==> src/hdl/sfl_pkg.sv <==
// Constants and types shared by the serial flash lane control block.
// Assumes the lane control block and its bench import this package whole; the FIFO does not use it.
package sfl_pkg;
	// Protocol and per-command lane width codes
	localparam logic [1:0] PROTO_EXT = 2'h0;
	localparam logic [1:0] PROTO_DUAL = 2'h1;
	localparam logic [1:0] PROTO_QUAD = 2'h2;
	localparam logic [1:0] CW_SINGLE = 2'h0;
	localparam logic [1:0] CW_DUAL = 2'h1;
	localparam logic [1:0] CW_QUAD = 2'h2;
	// Configuration and status bit positions
	localparam int CFG_PAUSE_BIT = 4;
	localparam logic CFG_PAUSE_OFF = 1'h0;
	localparam int SR_WD_BIT = 7;
	// Synchroniser vector {dq[3:0], pause_n, cs_n, sck}
	localparam int SYNC_W = 7;
	localparam int PIN_SCK = 0;
	localparam int PIN_CS = 1;
	localparam int PIN_PAUSE = 2;
	localparam int PIN_DQ0 = 3;
	localparam int PIN_WP = 5;
	localparam logic [6:0] SYNC_RST = 7'h00;
	// Byte framing and lane enable masks (low = driven)
	localparam int BYTE_W = 8;
	localparam logic [3:0] BYTE_BITS = 4'h8;
	localparam int FIFO_DEPTH = 16;
	localparam logic [3:0] OE_NONE = 4'hf;
	localparam logic [3:0] OE_SINGLE = 4'hd;
	localparam logic [3:0] OE_DUAL = 4'hc;
	localparam logic [3:0] OE_QUAD = 4'h0;
	typedef enum logic [2:0] {
		ST_IDLE = 3'h1,
		ST_CMD = 3'h2,
		ST_BODY = 3'h4
	} sfl_state_type;
endpackage

==> src/hdl/sfl_fifo.sv <==
// Receive FIFO: circular store plus one registered output stage.
// Assumes writer and reader share i_clk; both sides use valid/ready.
`timescale 1ns/1ns
module sfl_fifo #(
	parameter int WIDTH = 9,
	parameter int DEPTH = 16
) (
	// Clock and reset
	input wire logic i_clk,
	input wire logic i_srst,
	// Fill side
	input wire logic i_wr_valid,
	input wire logic [WIDTH-1:0] i_wr_data,
	output logic o_wr_ready,
	// Drain side
	output logic o_rd_valid,
	output logic [WIDTH-1:0] o_rd_data,
	input wire logic i_rd_ready
);
	localparam int AW = $clog2(DEPTH);
	localparam logic [AW:0] FULL_CNT = (AW + 1)'(DEPTH);

	logic [WIDTH-1:0] mem_ff [DEPTH];
	logic [AW-1:0] wr_ptr_ff, rd_ptr_ff, nxt_wr_ptr, nxt_rd_ptr;
	logic [AW:0] cnt_ff, nxt_cnt;
	logic out_valid_ff, nxt_out_valid;
	logic [WIDTH-1:0] out_data_ff, nxt_out_data;
	logic push, pop;

	////////////////////////////////////////////////////////////////////
	always_comb begin
		push = i_wr_valid && (cnt_ff != FULL_CNT);
		pop = (cnt_ff != '0) && (!out_valid_ff || i_rd_ready);
		nxt_wr_ptr = push ? AW'(wr_ptr_ff + 1'b1) : wr_ptr_ff;
		nxt_rd_ptr = pop ? AW'(rd_ptr_ff + 1'b1) : rd_ptr_ff;
		nxt_cnt = cnt_ff;
		if (push && !pop) begin
			nxt_cnt = (AW + 1)'(cnt_ff + 1'b1);
		end else if (pop && !push) begin
			nxt_cnt = (AW + 1)'(cnt_ff - 1'b1);
		end
		nxt_out_valid = out_valid_ff;
		nxt_out_data = out_data_ff;
		if (pop) begin
			nxt_out_valid = 1'b1;
			nxt_out_data = mem_ff[rd_ptr_ff];
		end else if (i_rd_ready) begin
			nxt_out_valid = 1'b0;
		end
	end

	always_ff @(posedge i_clk) begin
		if (i_srst) begin
			wr_ptr_ff <= '0;
			rd_ptr_ff <= '0;
			cnt_ff <= '0;
			out_valid_ff <= 1'b0;
			out_data_ff <= '0;
		end else begin
			wr_ptr_ff <= nxt_wr_ptr;
			rd_ptr_ff <= nxt_rd_ptr;
			cnt_ff <= nxt_cnt;
			out_valid_ff <= nxt_out_valid;
			out_data_ff <= nxt_out_data;
		end
	end

	// Storage has no reset; only the pointers and count say what is valid
	always_ff @(posedge i_clk) begin
		if (push) begin
			mem_ff[wr_ptr_ff] <= i_wr_data;
		end
	end

	assign o_wr_ready = (cnt_ff != FULL_CNT);
	assign o_rd_valid = out_valid_ff;
	assign o_rd_data = out_data_ff;
endmodule

==> src/hdl/sfl_lane_ctrl.sv <==
// Pin-side lane control of a serial flash: select, pause, write protect
// and single/dual/quad lane steering, oversampled on i_clk.
// Assumes the serial clock is well below i_clk / 4 and the core decodes
// commands from the received byte stream.
`timescale 1ns/1ns
// Operation
// Pause asserted suspends transfer, stays selected, tri-states, ignores inputs.
// Config bit 4 (nonvolatile or enhanced volatile) disables the pause function.
// Shared pause pin is ignored in quad protocol or double rate.
// Write-disable bit set and protect pin low blocks status writes.
// Protect pin acts as bidirectional lane 2 in quad commands and protocol.
// Host must always drive the protect pin; no internal pull-up.
// Single-lane commands: lane 0 input, lane 1 output, lanes 3:2 unused.
// Dual commands and dual protocol use lanes 1:0 both ways only.
// Quad commands and quad protocol use all four lanes both ways.
// Select high means standby, tri-state; first command needs a falling select. Code holds o_standby low while i_busy.
// Command on rising edges; single rate samples rise; double rate both.
// Host drives lane 3 high in single/dual use when pin is shared.
// Releasing pause resumes at the same bit, progress kept.
module sfl_lane_ctrl #(
	parameter bit SHARED_PAUSE = 1'b1,
	parameter int DEPTH = 16
) (
	// Clock and reset
	input wire logic i_clk,
	input wire logic i_srst,
	// Flash pins
	input wire logic i_cs_n,
	input wire logic i_sck,
	input wire logic i_pause_n,
	input wire logic [3:0] i_dq,
	output logic [3:0] o_dq,
	output logic [3:0] o_dq_oe_n,
	// Core configuration
	input wire logic [1:0] i_protocol,
	input wire logic i_dtr_en,
	input wire logic [7:0] i_nvcfg,
	input wire logic [7:0] i_evcfg,
	input wire logic [7:0] i_status,
	input wire logic i_busy,
	input wire logic [1:0] i_cmd_width,
	input wire logic i_out_phase,
	// Status register write gate
	input wire logic i_sr_write_req,
	output logic o_sr_write_go,
	output logic o_sr_protected,
	// Received bytes {is_command, byte}
	output logic o_rx_valid,
	output logic [sfl_pkg::BYTE_W:0] o_rx_data,
	input wire logic i_rx_ready,
	output logic o_rx_overflow,
	// Bytes to send
	input wire logic i_tx_valid,
	input wire logic [sfl_pkg::BYTE_W-1:0] i_tx_data,
	output logic o_tx_take,
	// Pin state
	output logic o_standby,
	output logic o_paused
);
	import sfl_pkg::*;

	logic [SYNC_W-1:0] sync1_ff, sync2_ff;
	logic sck_d_ff, cs_d_ff;
	sfl_state_type state_ff, nxt_state;
	logic [7:0] rx_sh_ff, nxt_rx_sh, tx_sh_ff, nxt_tx_sh, shifted;
	logic [3:0] rx_cnt_ff, nxt_rx_cnt, tx_cnt_ff, nxt_tx_cnt, lanes, sum;
	logic pend_valid_ff, nxt_pend_valid, pend_cmd_ff, nxt_pend_cmd;
	logic [7:0] pend_data_ff, nxt_pend_data;
	logic [3:0] dq_ff, nxt_dq, oe_n_ff, nxt_oe_n, drive_mask;
	logic ovf_ff, nxt_ovf, take_ff, nxt_take;
	logic prot_ff, nxt_prot, go_ff, nxt_go, stby_ff, paused_ff;
	logic sck_s, cs_n_s, rise, fall, cs_fall, pause_dis, pause_act;
	logic sample, out_edge, drive, fifo_ready;
	logic [1:0] wc;
	logic [3:0] dq_s;

	////////////////////////////////////////////////////////////////////
	// Pin synchronisers; first stage feeds only the second
	always_ff @(posedge i_clk) begin
		if (i_srst) begin
			sync1_ff <= SYNC_RST;
			sync2_ff <= SYNC_RST;
			sck_d_ff <= 1'b0;
			cs_d_ff <= 1'b0;
		end else begin
			sync1_ff <= {i_dq, i_pause_n, i_cs_n, i_sck};
			sync2_ff <= sync1_ff;
			sck_d_ff <= sync2_ff[PIN_SCK];
			cs_d_ff <= sync2_ff[PIN_CS];
		end
	end

	////////////////////////////////////////////////////////////////////
	// Edge, pause and lane decode
	always_comb begin
		sck_s = sync2_ff[PIN_SCK];
		cs_n_s = sync2_ff[PIN_CS];
		dq_s = sync2_ff[PIN_DQ0+3:PIN_DQ0];
		rise = sck_s && !sck_d_ff;
		fall = !sck_s && sck_d_ff;
		// Select held low through reset is not a falling edge
		cs_fall = cs_d_ff && !cs_n_s;
		pause_dis = (i_nvcfg[CFG_PAUSE_BIT] == CFG_PAUSE_OFF) ||
			(i_evcfg[CFG_PAUSE_BIT] == CFG_PAUSE_OFF);
		pause_act = !sync2_ff[PIN_PAUSE] && !pause_dis && !(SHARED_PAUSE &&
			(i_protocol == PROTO_QUAD || i_dtr_en));
		if (i_protocol == PROTO_QUAD) begin
			wc = CW_QUAD;
		end else if (i_protocol == PROTO_DUAL) begin
			wc = CW_DUAL;
		end else if (state_ff == ST_BODY) begin
			wc = i_cmd_width;
		end else begin
			wc = CW_SINGLE;
		end
		lanes = 4'h1 << wc;
		unique case (wc)
			CW_DUAL: drive_mask = OE_DUAL;
			CW_QUAD: drive_mask = OE_QUAD;
			default: drive_mask = OE_SINGLE;
		endcase
		// Command bits only on rising edges; double rate body on both
		sample = (state_ff == ST_BODY && i_dtr_en) ? (rise || fall) : rise;
		out_edge = (state_ff == ST_BODY) && i_out_phase &&
			(i_dtr_en ? (rise || fall) : fall);
		drive = (state_ff == ST_BODY) && i_out_phase && !cs_n_s && !pause_act;
		sum = 4'(rx_cnt_ff + lanes);
		unique case (wc)
			CW_DUAL: shifted = {rx_sh_ff[5:0], dq_s[1:0]};
			CW_QUAD: shifted = {rx_sh_ff[3:0], dq_s};
			default: shifted = {rx_sh_ff[6:0], dq_s[0]};
		endcase
	end

	////////////////////////////////////////////////////////////////////
	// Transfer state, next values
	always_comb begin
		nxt_state = state_ff;
		nxt_rx_sh = rx_sh_ff;
		nxt_rx_cnt = rx_cnt_ff;
		nxt_tx_sh = tx_sh_ff;
		nxt_tx_cnt = tx_cnt_ff;
		nxt_dq = dq_ff;
		nxt_take = 1'b0;
		nxt_pend_valid = pend_valid_ff && !fifo_ready;
		nxt_pend_cmd = pend_cmd_ff;
		nxt_pend_data = pend_data_ff;
		nxt_ovf = ovf_ff;
		nxt_oe_n = drive ? drive_mask : OE_NONE;
		unique case (state_ff)
			ST_IDLE: begin
				if (cs_fall) begin
					nxt_state = ST_CMD;
					nxt_rx_cnt = '0;
					nxt_tx_cnt = '0;
					nxt_ovf = 1'b0;
				end
			end
			ST_CMD, ST_BODY: begin
				if (cs_n_s) begin
					nxt_state = ST_IDLE;
				end else if (pause_act) begin
					// Counters and shifters frozen until release
					nxt_state = state_ff;
				end else begin
					if (sample) begin
						nxt_rx_sh = shifted;
						nxt_rx_cnt = sum;
						if (sum == BYTE_BITS) begin
							nxt_rx_cnt = '0;
							nxt_state = ST_BODY;
							// Full holding slot: new byte dropped, older kept
							if (pend_valid_ff && !fifo_ready) begin
								nxt_ovf = 1'b1;
							end else begin
								nxt_pend_valid = 1'b1;
								nxt_pend_cmd = (state_ff == ST_CMD);
								nxt_pend_data = shifted;
							end
						end
					end
					if (state_ff == ST_BODY && i_out_phase) begin
						if (tx_cnt_ff == '0 && i_tx_valid) begin
							nxt_tx_sh = i_tx_data;
							nxt_tx_cnt = BYTE_BITS;
							nxt_take = 1'b1;
						end else if (out_edge && tx_cnt_ff != '0) begin
							unique case (wc)
								CW_DUAL: nxt_dq[1:0] = tx_sh_ff[7:6];
								CW_QUAD: nxt_dq = tx_sh_ff[7:4];
								default: nxt_dq[1] = tx_sh_ff[7];
							endcase
							nxt_tx_sh = tx_sh_ff << lanes;
							nxt_tx_cnt = 4'(tx_cnt_ff - lanes);
						end
					end
				end
			end
			default: nxt_state = ST_IDLE;
		endcase
		nxt_prot = i_status[SR_WD_BIT] && !sync2_ff[PIN_WP];
		nxt_go = i_sr_write_req && !nxt_prot;
	end

	always_ff @(posedge i_clk) begin
		if (i_srst) begin
			state_ff <= ST_IDLE;
			rx_sh_ff <= '0;
			rx_cnt_ff <= '0;
			tx_sh_ff <= '0;
			tx_cnt_ff <= '0;
			dq_ff <= '0;
			oe_n_ff <= OE_NONE;
			take_ff <= 1'b0;
			pend_valid_ff <= 1'b0;
			pend_cmd_ff <= 1'b0;
			pend_data_ff <= '0;
			ovf_ff <= 1'b0;
			prot_ff <= 1'b0;
			go_ff <= 1'b0;
			stby_ff <= 1'b1;
			paused_ff <= 1'b0;
		end else begin
			state_ff <= nxt_state;
			rx_sh_ff <= nxt_rx_sh;
			rx_cnt_ff <= nxt_rx_cnt;
			tx_sh_ff <= nxt_tx_sh;
			tx_cnt_ff <= nxt_tx_cnt;
			dq_ff <= nxt_dq;
			oe_n_ff <= nxt_oe_n;
			take_ff <= nxt_take;
			pend_valid_ff <= nxt_pend_valid;
			pend_cmd_ff <= nxt_pend_cmd;
			pend_data_ff <= nxt_pend_data;
			ovf_ff <= nxt_ovf;
			prot_ff <= nxt_prot;
			go_ff <= nxt_go;
			stby_ff <= (nxt_state == ST_IDLE) && !i_busy;
			paused_ff <= pause_act && (state_ff != ST_IDLE) && !cs_n_s;
		end
	end

	////////////////////////////////////////////////////////////////////
	// Receive buffer toward the core
	sfl_fifo #(
		.WIDTH(BYTE_W + 1),
		.DEPTH(DEPTH)
	) u_rx_fifo (
		.i_clk(i_clk),
		.i_srst(i_srst),
		.i_wr_valid(pend_valid_ff),
		.i_wr_data({pend_cmd_ff, pend_data_ff}),
		.o_wr_ready(fifo_ready),
		.o_rd_valid(o_rx_valid),
		.o_rd_data(o_rx_data),
		.i_rd_ready(i_rx_ready)
	);

	assign o_dq = dq_ff;
	assign o_dq_oe_n = oe_n_ff;
	assign o_tx_take = take_ff;
	assign o_rx_overflow = ovf_ff;
	assign o_sr_protected = prot_ff;
	assign o_sr_write_go = go_ff;
	assign o_standby = stby_ff;
	assign o_paused = paused_ff;
endmodule

==> config.mk <==
export PLATFORM = sky130hd
export DESIGN_NAME = sfl_lane_ctrl
export DESIGN_NICKNAME = d
export VERILOG_FILES = /design/src/hdl/sfl_pkg.sv /design/src/hdl/sfl_fifo.sv /design/src/hdl/sfl_lane_ctrl.sv
export SDC_FILE = /design/constraint.sdc
export NUM_CORES = 1
export LEC_CHECK = 0
export ABC_AREA = 1
export BUFFER_PORTS_ARGS = -buffer_cell sky130_fd_sc_hd__buf_2
export CAP_MARGIN = 20
export CORE_MARGIN = 2
export CORE_UTILIZATION = 60
export DETAILED_ROUTE_END_ITERATION = 8
export PLACE_DENSITY = 0.86
export SLEW_MARGIN = 20
export SYNTH_ARGS = -nofsm -noshare
export SYNTH_HDL_FRONTEND = slang
export SYNTH_SLANG_ARGS = --single-unit
==> constraint.sdc <==
create_clock -name i_clk -period 4.22 [get_ports i_clk]
set_input_delay 0.422 -clock i_clk [delete_from_list [all_inputs] [get_ports i_clk]]
set_output_delay 0.422 -clock i_clk [all_outputs]
set_load 0.03 [all_outputs]
=== Word level (Yosys, flattened, before mapping) ===
Memory sizes are Yosys's and may differ from the RTL's. A register that Yosys moved wholly into a read port is not among the register bits.
Cells that the tools add are included.
W data, S select, Z words.

* Register bits after elaboration: 80
* RAM bits: 144
* Bits of input ports: 51
* Output and inout bits: 24
* Word-level logic and storage cells: 171
* Memories: 1

{| class="wikitable"
|+ Memories
! memory !! words !! width !! rd ports !! clocked after Yosys merged registers in !! wr ports !! RTL line !! RTL
|-
| u_rx_fifo.mem_ff || 16 || 9 || 1 || 1 || 1 || sfl_fifo.sv:23 || <nowiki>logic [WIDTH-1:0] mem_ff [DEPTH];</nowiki>
|}

* $add $sub $neg: 6
* Equal/unequal tests: 19
* Shift operators: 2
* Mux-type cells: 48
* Bitwise logic cells: 9
* Reduce and logical (&&, ||, !) cells: 60

{| class="wikitable"
|+ Operators by type and width
! cell !! number
|-
| $mux W4 || 10
|-
| $pmux W4 S2 || 3
|-
| $logic_and A1 B1 Y1 || 22
|-
| $reduce_and A7 Y1 || 3
|-
| $mux W1 || 19
|-
| $reduce_and A6 Y1 || 3
|-
| $mux W8 || 2
|-
| $pmux W8 S2 || 1
|-
| $mux W3 || 5
|-
| $logic_not A1 Y1 || 14
|-
| $ne A2 B2 Y1 const B || 7
|-
| $mux W5 || 2
|-
| $reduce_and A5 Y1 || 2
|-
| $reduce_bool A2 Y1 || 5
|-
| $not A1 Y1 || 9
|-
| $add A4 B1 Y4 const B || 2
|-
| $shl A8 B4 Y8 || 1
|-
| $eq A3 B1 Y1 const B || 2
|-
| $mux W2 || 3
|-
| $pmux W3 S2 || 1
|-
| $add A5 B1 Y5 const B || 1
|-
| $ne A5 B5 Y1 const B || 1
|-
| $reduce_bool A5 Y1 || 1
|-
| $reduce_or A5 Y1 || 1
|-
| other kinds (17) || 24
|}

=== Longest topological paths before layout ===
* Word-level depth: 14
* Mapped depth: 21
* Gate-level depth less buffers: 20

=== Modules after synthesis ===
Synthesis repeated with hierarchy kept, for this count alone.

* Cells, all modules: 1227
* Area, all modules: 10616.4 µm²

{| class="wikitable"
|+ By module, submodules not included
! module !! times used !! cells each !! area an instance (µm²) !! seq. area each (µm²)
|-
| sfl_fifo || 1 || 730 || 7278.2 || 4784.6
|-
| sfl_lane_ctrl || 1 || 497 || 3338.2 || 1301.2
|}

=== Worst setup path after synthesis ===
Ideal clock, no wire load.

* Kind: reg2reg
* Start: reg state_ff[1]
* End: reg pend_data_ff[3]
* Setup time: 0.113 ns
* Arrival time: 2.541 ns
* Required time: 4.107 ns
* Setup slack: 1.565 ns
* Cell stages (with the launch flop): 20
* Buffers on the path: 1
* Period minus slack after synthesis: 2.655 ns
* Cells stage by stage: dfxtp_1 -> nor2_2 -> nand2_2 -> inv_1 -> a31oi_1 -> inv_1 -> ha_1 -> inv_2 -> nand2_1 -> and2_1 -> ha_1 -> inv_1 -> nand2_1 -> nor2_1 -> nand3_2 -> nor2_2 -> buf_4 -> nand3_1 -> nand2_1 -> nor2_1

* Word-level cells in the longest chain between the ends: 8
* Elaborated cells between the ends (all ways): 15

{| class="wikitable"
|+ RTL lines
! item !! RTL line !! RTL
|-
| start, declared || sfl_lane_ctrl.sv:64 || <nowiki>sfl_state_type state_ff, nxt_state;</nowiki>
|-
| start signal, assigned || sfl_lane_ctrl.sv:224 || <nowiki>state_ff <= nxt_state;</nowiki>
|-
| $eq A3 B3 Y1 || sfl_lane_ctrl.sv:111, sfl_lane_ctrl.sv:123, sfl_lane_ctrl.sv:150 ||
|-
| $mux W2 || sfl_lane_ctrl.sv:111 || <nowiki>end else if (state_ff == ST_BODY) begin</nowiki>
|-
| $mux W2 || sfl_lane_ctrl.sv:109 || <nowiki>end else if (i_protocol == PROTO_DUAL) begin</nowiki>
|-
| $mux W2 || sfl_lane_ctrl.sv:107 || <nowiki>if (i_protocol == PROTO_QUAD) begin</nowiki>
|-
| $shl A1 B2 Y4 || sfl_lane_ctrl.sv:116 || <nowiki>lanes = 4'h1 << wc;</nowiki>
|-
| $add A4 B4 Y4 || sfl_lane_ctrl.sv:127 || <nowiki>sum = 4'(rx_cnt_ff + lanes);</nowiki>
|-
| $eq A4 B4 Y1 || sfl_lane_ctrl.sv:169 || <nowiki>if (sum == BYTE_BITS) begin</nowiki>
|-
| $reduce_and A6 Y1 (no source line) || -- ||
|-
| end signal, assigned || sfl_lane_ctrl.sv:234 || <nowiki>pend_data_ff <= nxt_pend_data;</nowiki>
|-
| end, declared || sfl_lane_ctrl.sv:68 || <nowiki>logic [7:0] pend_data_ff, nxt_pend_data;</nowiki>
|}

Parallel ways exist; a longest one is shown, timed or not.
A chain may end at the register's enable or synchronous reset.

=== Final worst setup path ===
* Start: reg state_ff[1]
* End: reg pend_cmd_ff

* Word-level cells in the longest chain between the ends: 8
* Elaborated cells between the ends (all ways): 12

{| class="wikitable"
|+ RTL lines
! item !! RTL line !! RTL
|-
| $eq A3 B3 Y1 || sfl_lane_ctrl.sv:111, sfl_lane_ctrl.sv:123, sfl_lane_ctrl.sv:150 ||
|-
| $mux W2 || sfl_lane_ctrl.sv:111 ||
|-
| $mux W2 || sfl_lane_ctrl.sv:109 ||
|-
| $mux W2 || sfl_lane_ctrl.sv:107 ||
|-
| $shl A1 B2 Y4 || sfl_lane_ctrl.sv:116 ||
|-
| $add A4 B4 Y4 || sfl_lane_ctrl.sv:127 ||
|-
| $eq A4 B4 Y1 || sfl_lane_ctrl.sv:169 ||
|-
| $reduce_and A6 Y1 (no source line) || -- ||
|-
| end signal, assigned || sfl_lane_ctrl.sv:233 || <nowiki>pend_cmd_ff <= nxt_pend_cmd;</nowiki>
|-
| end, declared || sfl_lane_ctrl.sv:67 || <nowiki>logic pend_valid_ff, nxt_pend_valid, pend_cmd_ff, nxt_pend_cmd;</nowiki>
|}

Parallel ways exist; a longest one is shown, timed or not.

==> reports/metrics.csv <==
metric,value,unit
finalCritPeriodShare,81.3,%
max-slew-margin-rel,24.5,%
reg2regPathDepth,20,
syn_avg_cell_area,9.46,um2
hold_violations,0,
pin_count,75,
synth_top_family_by_area,simple AND/OR/NAND/NOR gates,
fin_area,11200,um2
die-area,17900,um2
synth_area,10100,um2
via_per_inst,5.77,
htree_levels,1,
synth_simple_gate_area_share,18.7,%
synth.net_count,1144,
instances_no_fill,1338,
syn_inst,1070,
drtIter0Drc,937,
fp.coreArea,16500,um2
setup.worst_path.start,state_ff[1]$_SDFF_PP0_,
wirelength,23100,um
timing.clock.skew,14.3,ps
yosys.area_share.adder,2.92,%
cts_resized,0,
post-cts-setup-buffers,0,
final_nets,1176,
synth-main-ff-cell,edfxtp_1,
leakagePower,4.73,nW
hp-start,i_sck,
fin_crit,3430,ps
clockBufferDepth,3,
drv_cap,0,
fillCellCount,1137,
synthArstFlopShare,0,%
synthMuxAreaShare,0.198,%
seq_area_frac_synth,60.1,%
diodes,0,
peakVddDrop,0.000337,V
yosysUniqueCellTypes,43,
die_h,134,um
status,finished clean,
fp.dieW,134,um
crit_type,flop to flop,
synth-compound-area-share,11.2,%
drtAntennaViolNets,0,
holdBufCountCts,0,
rrSetupSlack,790,ps
synth-xor-area-share,0.692,%
yosys_warnings,0,
setup_violations,0,
cp.required,4610,ps
path_clk_slew,70,ps
numPortBuffers,53,
num_rows,47,
drtPass1Iterations,6,
crit_path_end,pend_cmd_ff$_SDFFE_PP0P_,
numCtsBuffers,23,
grt_max_degree,75,
fmax,291,MHz
clock_latency,510,ps
wl_per_cell,17.3,um
hold_path.class,input port to flop,
areaGrowthSynthToFinish,11.1,%
min_path_cells,3,
start_kind,flop,
cp-end-kind,flop,
grt_use_total,25.7,%
rsz0062_at_grt,false,
r2r_end,pend_cmd_ff$_SDFFE_PP0P_,
cts.sinks,232,
drc,0,
multiInputGateArea,3410,um2
grt_overflow_total,0,
tightest_slew,1130,ps
cts_root_buf,clkbuf_16,
initial_core_util,61.3,%
place.detailed.hpwl,13700,um
via_count,7714,
drv_slew,0,
path_max_fanout,11,
layout.area.seq,6090,um2
synth-edff-count,144,
drive_gt1_share,10.1,%
powerDensity,541,nW/um2
place_area,10500,um2
gp_congestion,0.878,
grt_pass1_wl,36500,um
place_inst,1297,
cts_tree,done,
r2r_start,state_ff[1]$_SDFF_PP0_,
antenna_found_initial,0,
setup_tns,0,ps
cp_data_arrival_time,3820,ps
grt_pass1_vias,7391,
ys_ff_latch,232,
[routing by layer]
metal  vias to the layer above  global-route usage, %  routed length (um)
met5                         -                      0                   0
met4                         0                   10.8                 689
met3                        62                   3.85                1900
met2                       388                   43.7               11600
met1                      3607                   33.1                8900
li1                       3657                      -                   -
[registers in the layout, summed over array words and instances (netlist names), 4 cells and up]
name / cells
sync1_ff: 7
o_dq: 4
tx_cnt_ff: 4
u_rx_fifo.rd_ptr_ff: 4
rx_cnt_ff: 4
pend_data_ff: 8
u_rx_fifo.cnt_ff: 5
rx_sh_ff: 7
u_rx_fifo.mem_ff: 144
sync2_ff: 7
tx_sh_ff: 8
u_rx_fifo.o_rd_data: 9
u_rx_fifo.wr_ptr_ff: 4
[synth_stat cells (2+ instances only)]
cell type  instances  share of area [%]
buf_6              2               0.22
nor3_1             3               0.15
o22ai_1            6               0.37
a31oi_1            2               0.12
ha_1              22                2.7
edfxtp_1         144                 43
clkbuf_1          32                1.2
nand2_2            3               0.19
xor2_1             3               0.26
nor2_1           224                8.3
nand3_2            2               0.20
dfxtp_1           88                 17
buf_4              4               0.30
nand2_4            2               0.22
nor4_1             2               0.12
buf_2              7               0.35
inv_1            100                3.7
nand2_1          126                4.7
inv_2              2              0.074
nor2_2             3               0.19
nand3_1           68                3.4
mux2i_1            2               0.20
nand4_1            5               0.31
buf_1              3               0.11
xnor2_1            5               0.43
a21oi_1           48                2.4
o211ai_1          36                2.7
o21ai_0          111                5.5
[kinds of logic (layout without fill, tap and decap cells)]
| logic type | count (synthesis) | after routing |
|---|---|---|
| compound gates | 205 | 205 |
| xor+xnor | 8 | 8 |
| fa+ha+maj | 23 | 23 |
| buf+inv | 153 | 201 |
| flops | 232 | 232 |
| mux | 2 | 2 |
| simple gates | 447 | 447 |
[how the worst min path moves through the flow]
stage,end,slack [ps]
after floorplan,sync2_ff[0]$_SDFF_PP0_,390
after global placement,sync2_ff[6]$_SDFF_PP0_,390
after detailed placement,sync2_ff[6]$_SDFF_PP0_,400
after CTS,sync1_ff[1]$_SDFF_PP0_,120
after global routing,sync1_ff[0]$_SDFF_PP0_,130
final,sync1_ff[0]$_SDFF_PP0_,130
[worst max-delay path, cell delays in order, from the launching register on]
cell,delay [ps]
dfxtp_1,410
nor2_2,70
nand2_2,120
inv_1,80
a31oi_1,350
inv_1,150
ha_1,290
inv_2,160
nand2_1,90
and2_1,150
ha_1,180
inv_1,80
nand2_1,60
nand2_1,60
nand2_1,80
nor2_1,130
nand3_2,160
nor2_2,420
nand3_1,140
nand2_1,100
nor2_1,40
[area by class of cell]
cell class / instances / share of cell area (%)
Clock buffer: 33 / 5.81
Clock inverter: 8 / 1.23
Inverter: 104 / 3.53
Multi-Input combinational cell: 685 / 30.3
Sequential cell: 232 / 54.1
Tap cell: 220 / 2.45
Timing Repair Buffer: 56 / 2.56
[power breakdown]
part	total (mW)	switching [mW]	leakage, nW	internal, mW
Sequential	2.58	0.115	2.35	2.46
Combinational	1.38	0.939	1.99	0.441
Clock	2.13	0.813	0.389	1.32
[layout by cell type (no fill, tap or decap), types with 3 or more instances in the layout]
| cell type | synthesis | layout |
|---|---|---|
| buf_4 | 4 | 3 |
| clkbuf_1 | 32 | 6 |
| nand2_1 | 126 | 126 |
| xnor2_1 | 5 | 5 |
| inv_1 | 100 | 98 |
| nor3_1 | 3 | 3 |
| edfxtp_1 | 144 | 144 |
| nor2_1 | 224 | 224 |
| clkbuf_16 | 0 | 23 |
| xor2_1 | 3 | 3 |
| nand2_2 | 3 | 3 |
| nand4_1 | 5 | 5 |
| o211ai_1 | 36 | 36 |
| o21ai_0 | 111 | 111 |
| ha_1 | 22 | 22 |
| a21oi_1 | 48 | 48 |
| inv_2 | 2 | 3 |
| clkinv_2 | 0 | 4 |
| nand3_1 | 68 | 68 |
| buf_2 | 7 | 53 |
| bufinv_16 | 0 | 4 |
| o22ai_1 | 6 | 6 |
| dfxtp_1 | 88 | 86 |
| nor2_2 | 3 | 3 |
| clkbuf_8 | 1 | 4 |
[through the flow]
| stage | util [%] | total power [mW] | hold slack (ps) | setup slack [ps] |
|---|---|---|---|---|
| CTS | 68.1 | 6.07 | 120 | 846 |
| floorplan | - | 3.61 | 388 | 1570 |
| detailed placement | 63.3 | 3.97 | 397 | 876 |
| finish | 68.1 | 6.09 | 126 | 788 |
| global route | 68.1 | 6.35 | 132 | 531 |
| global placement | 63.3 | 3.90 | 389 | 963 |
Power figures use the tool's default switching activity.
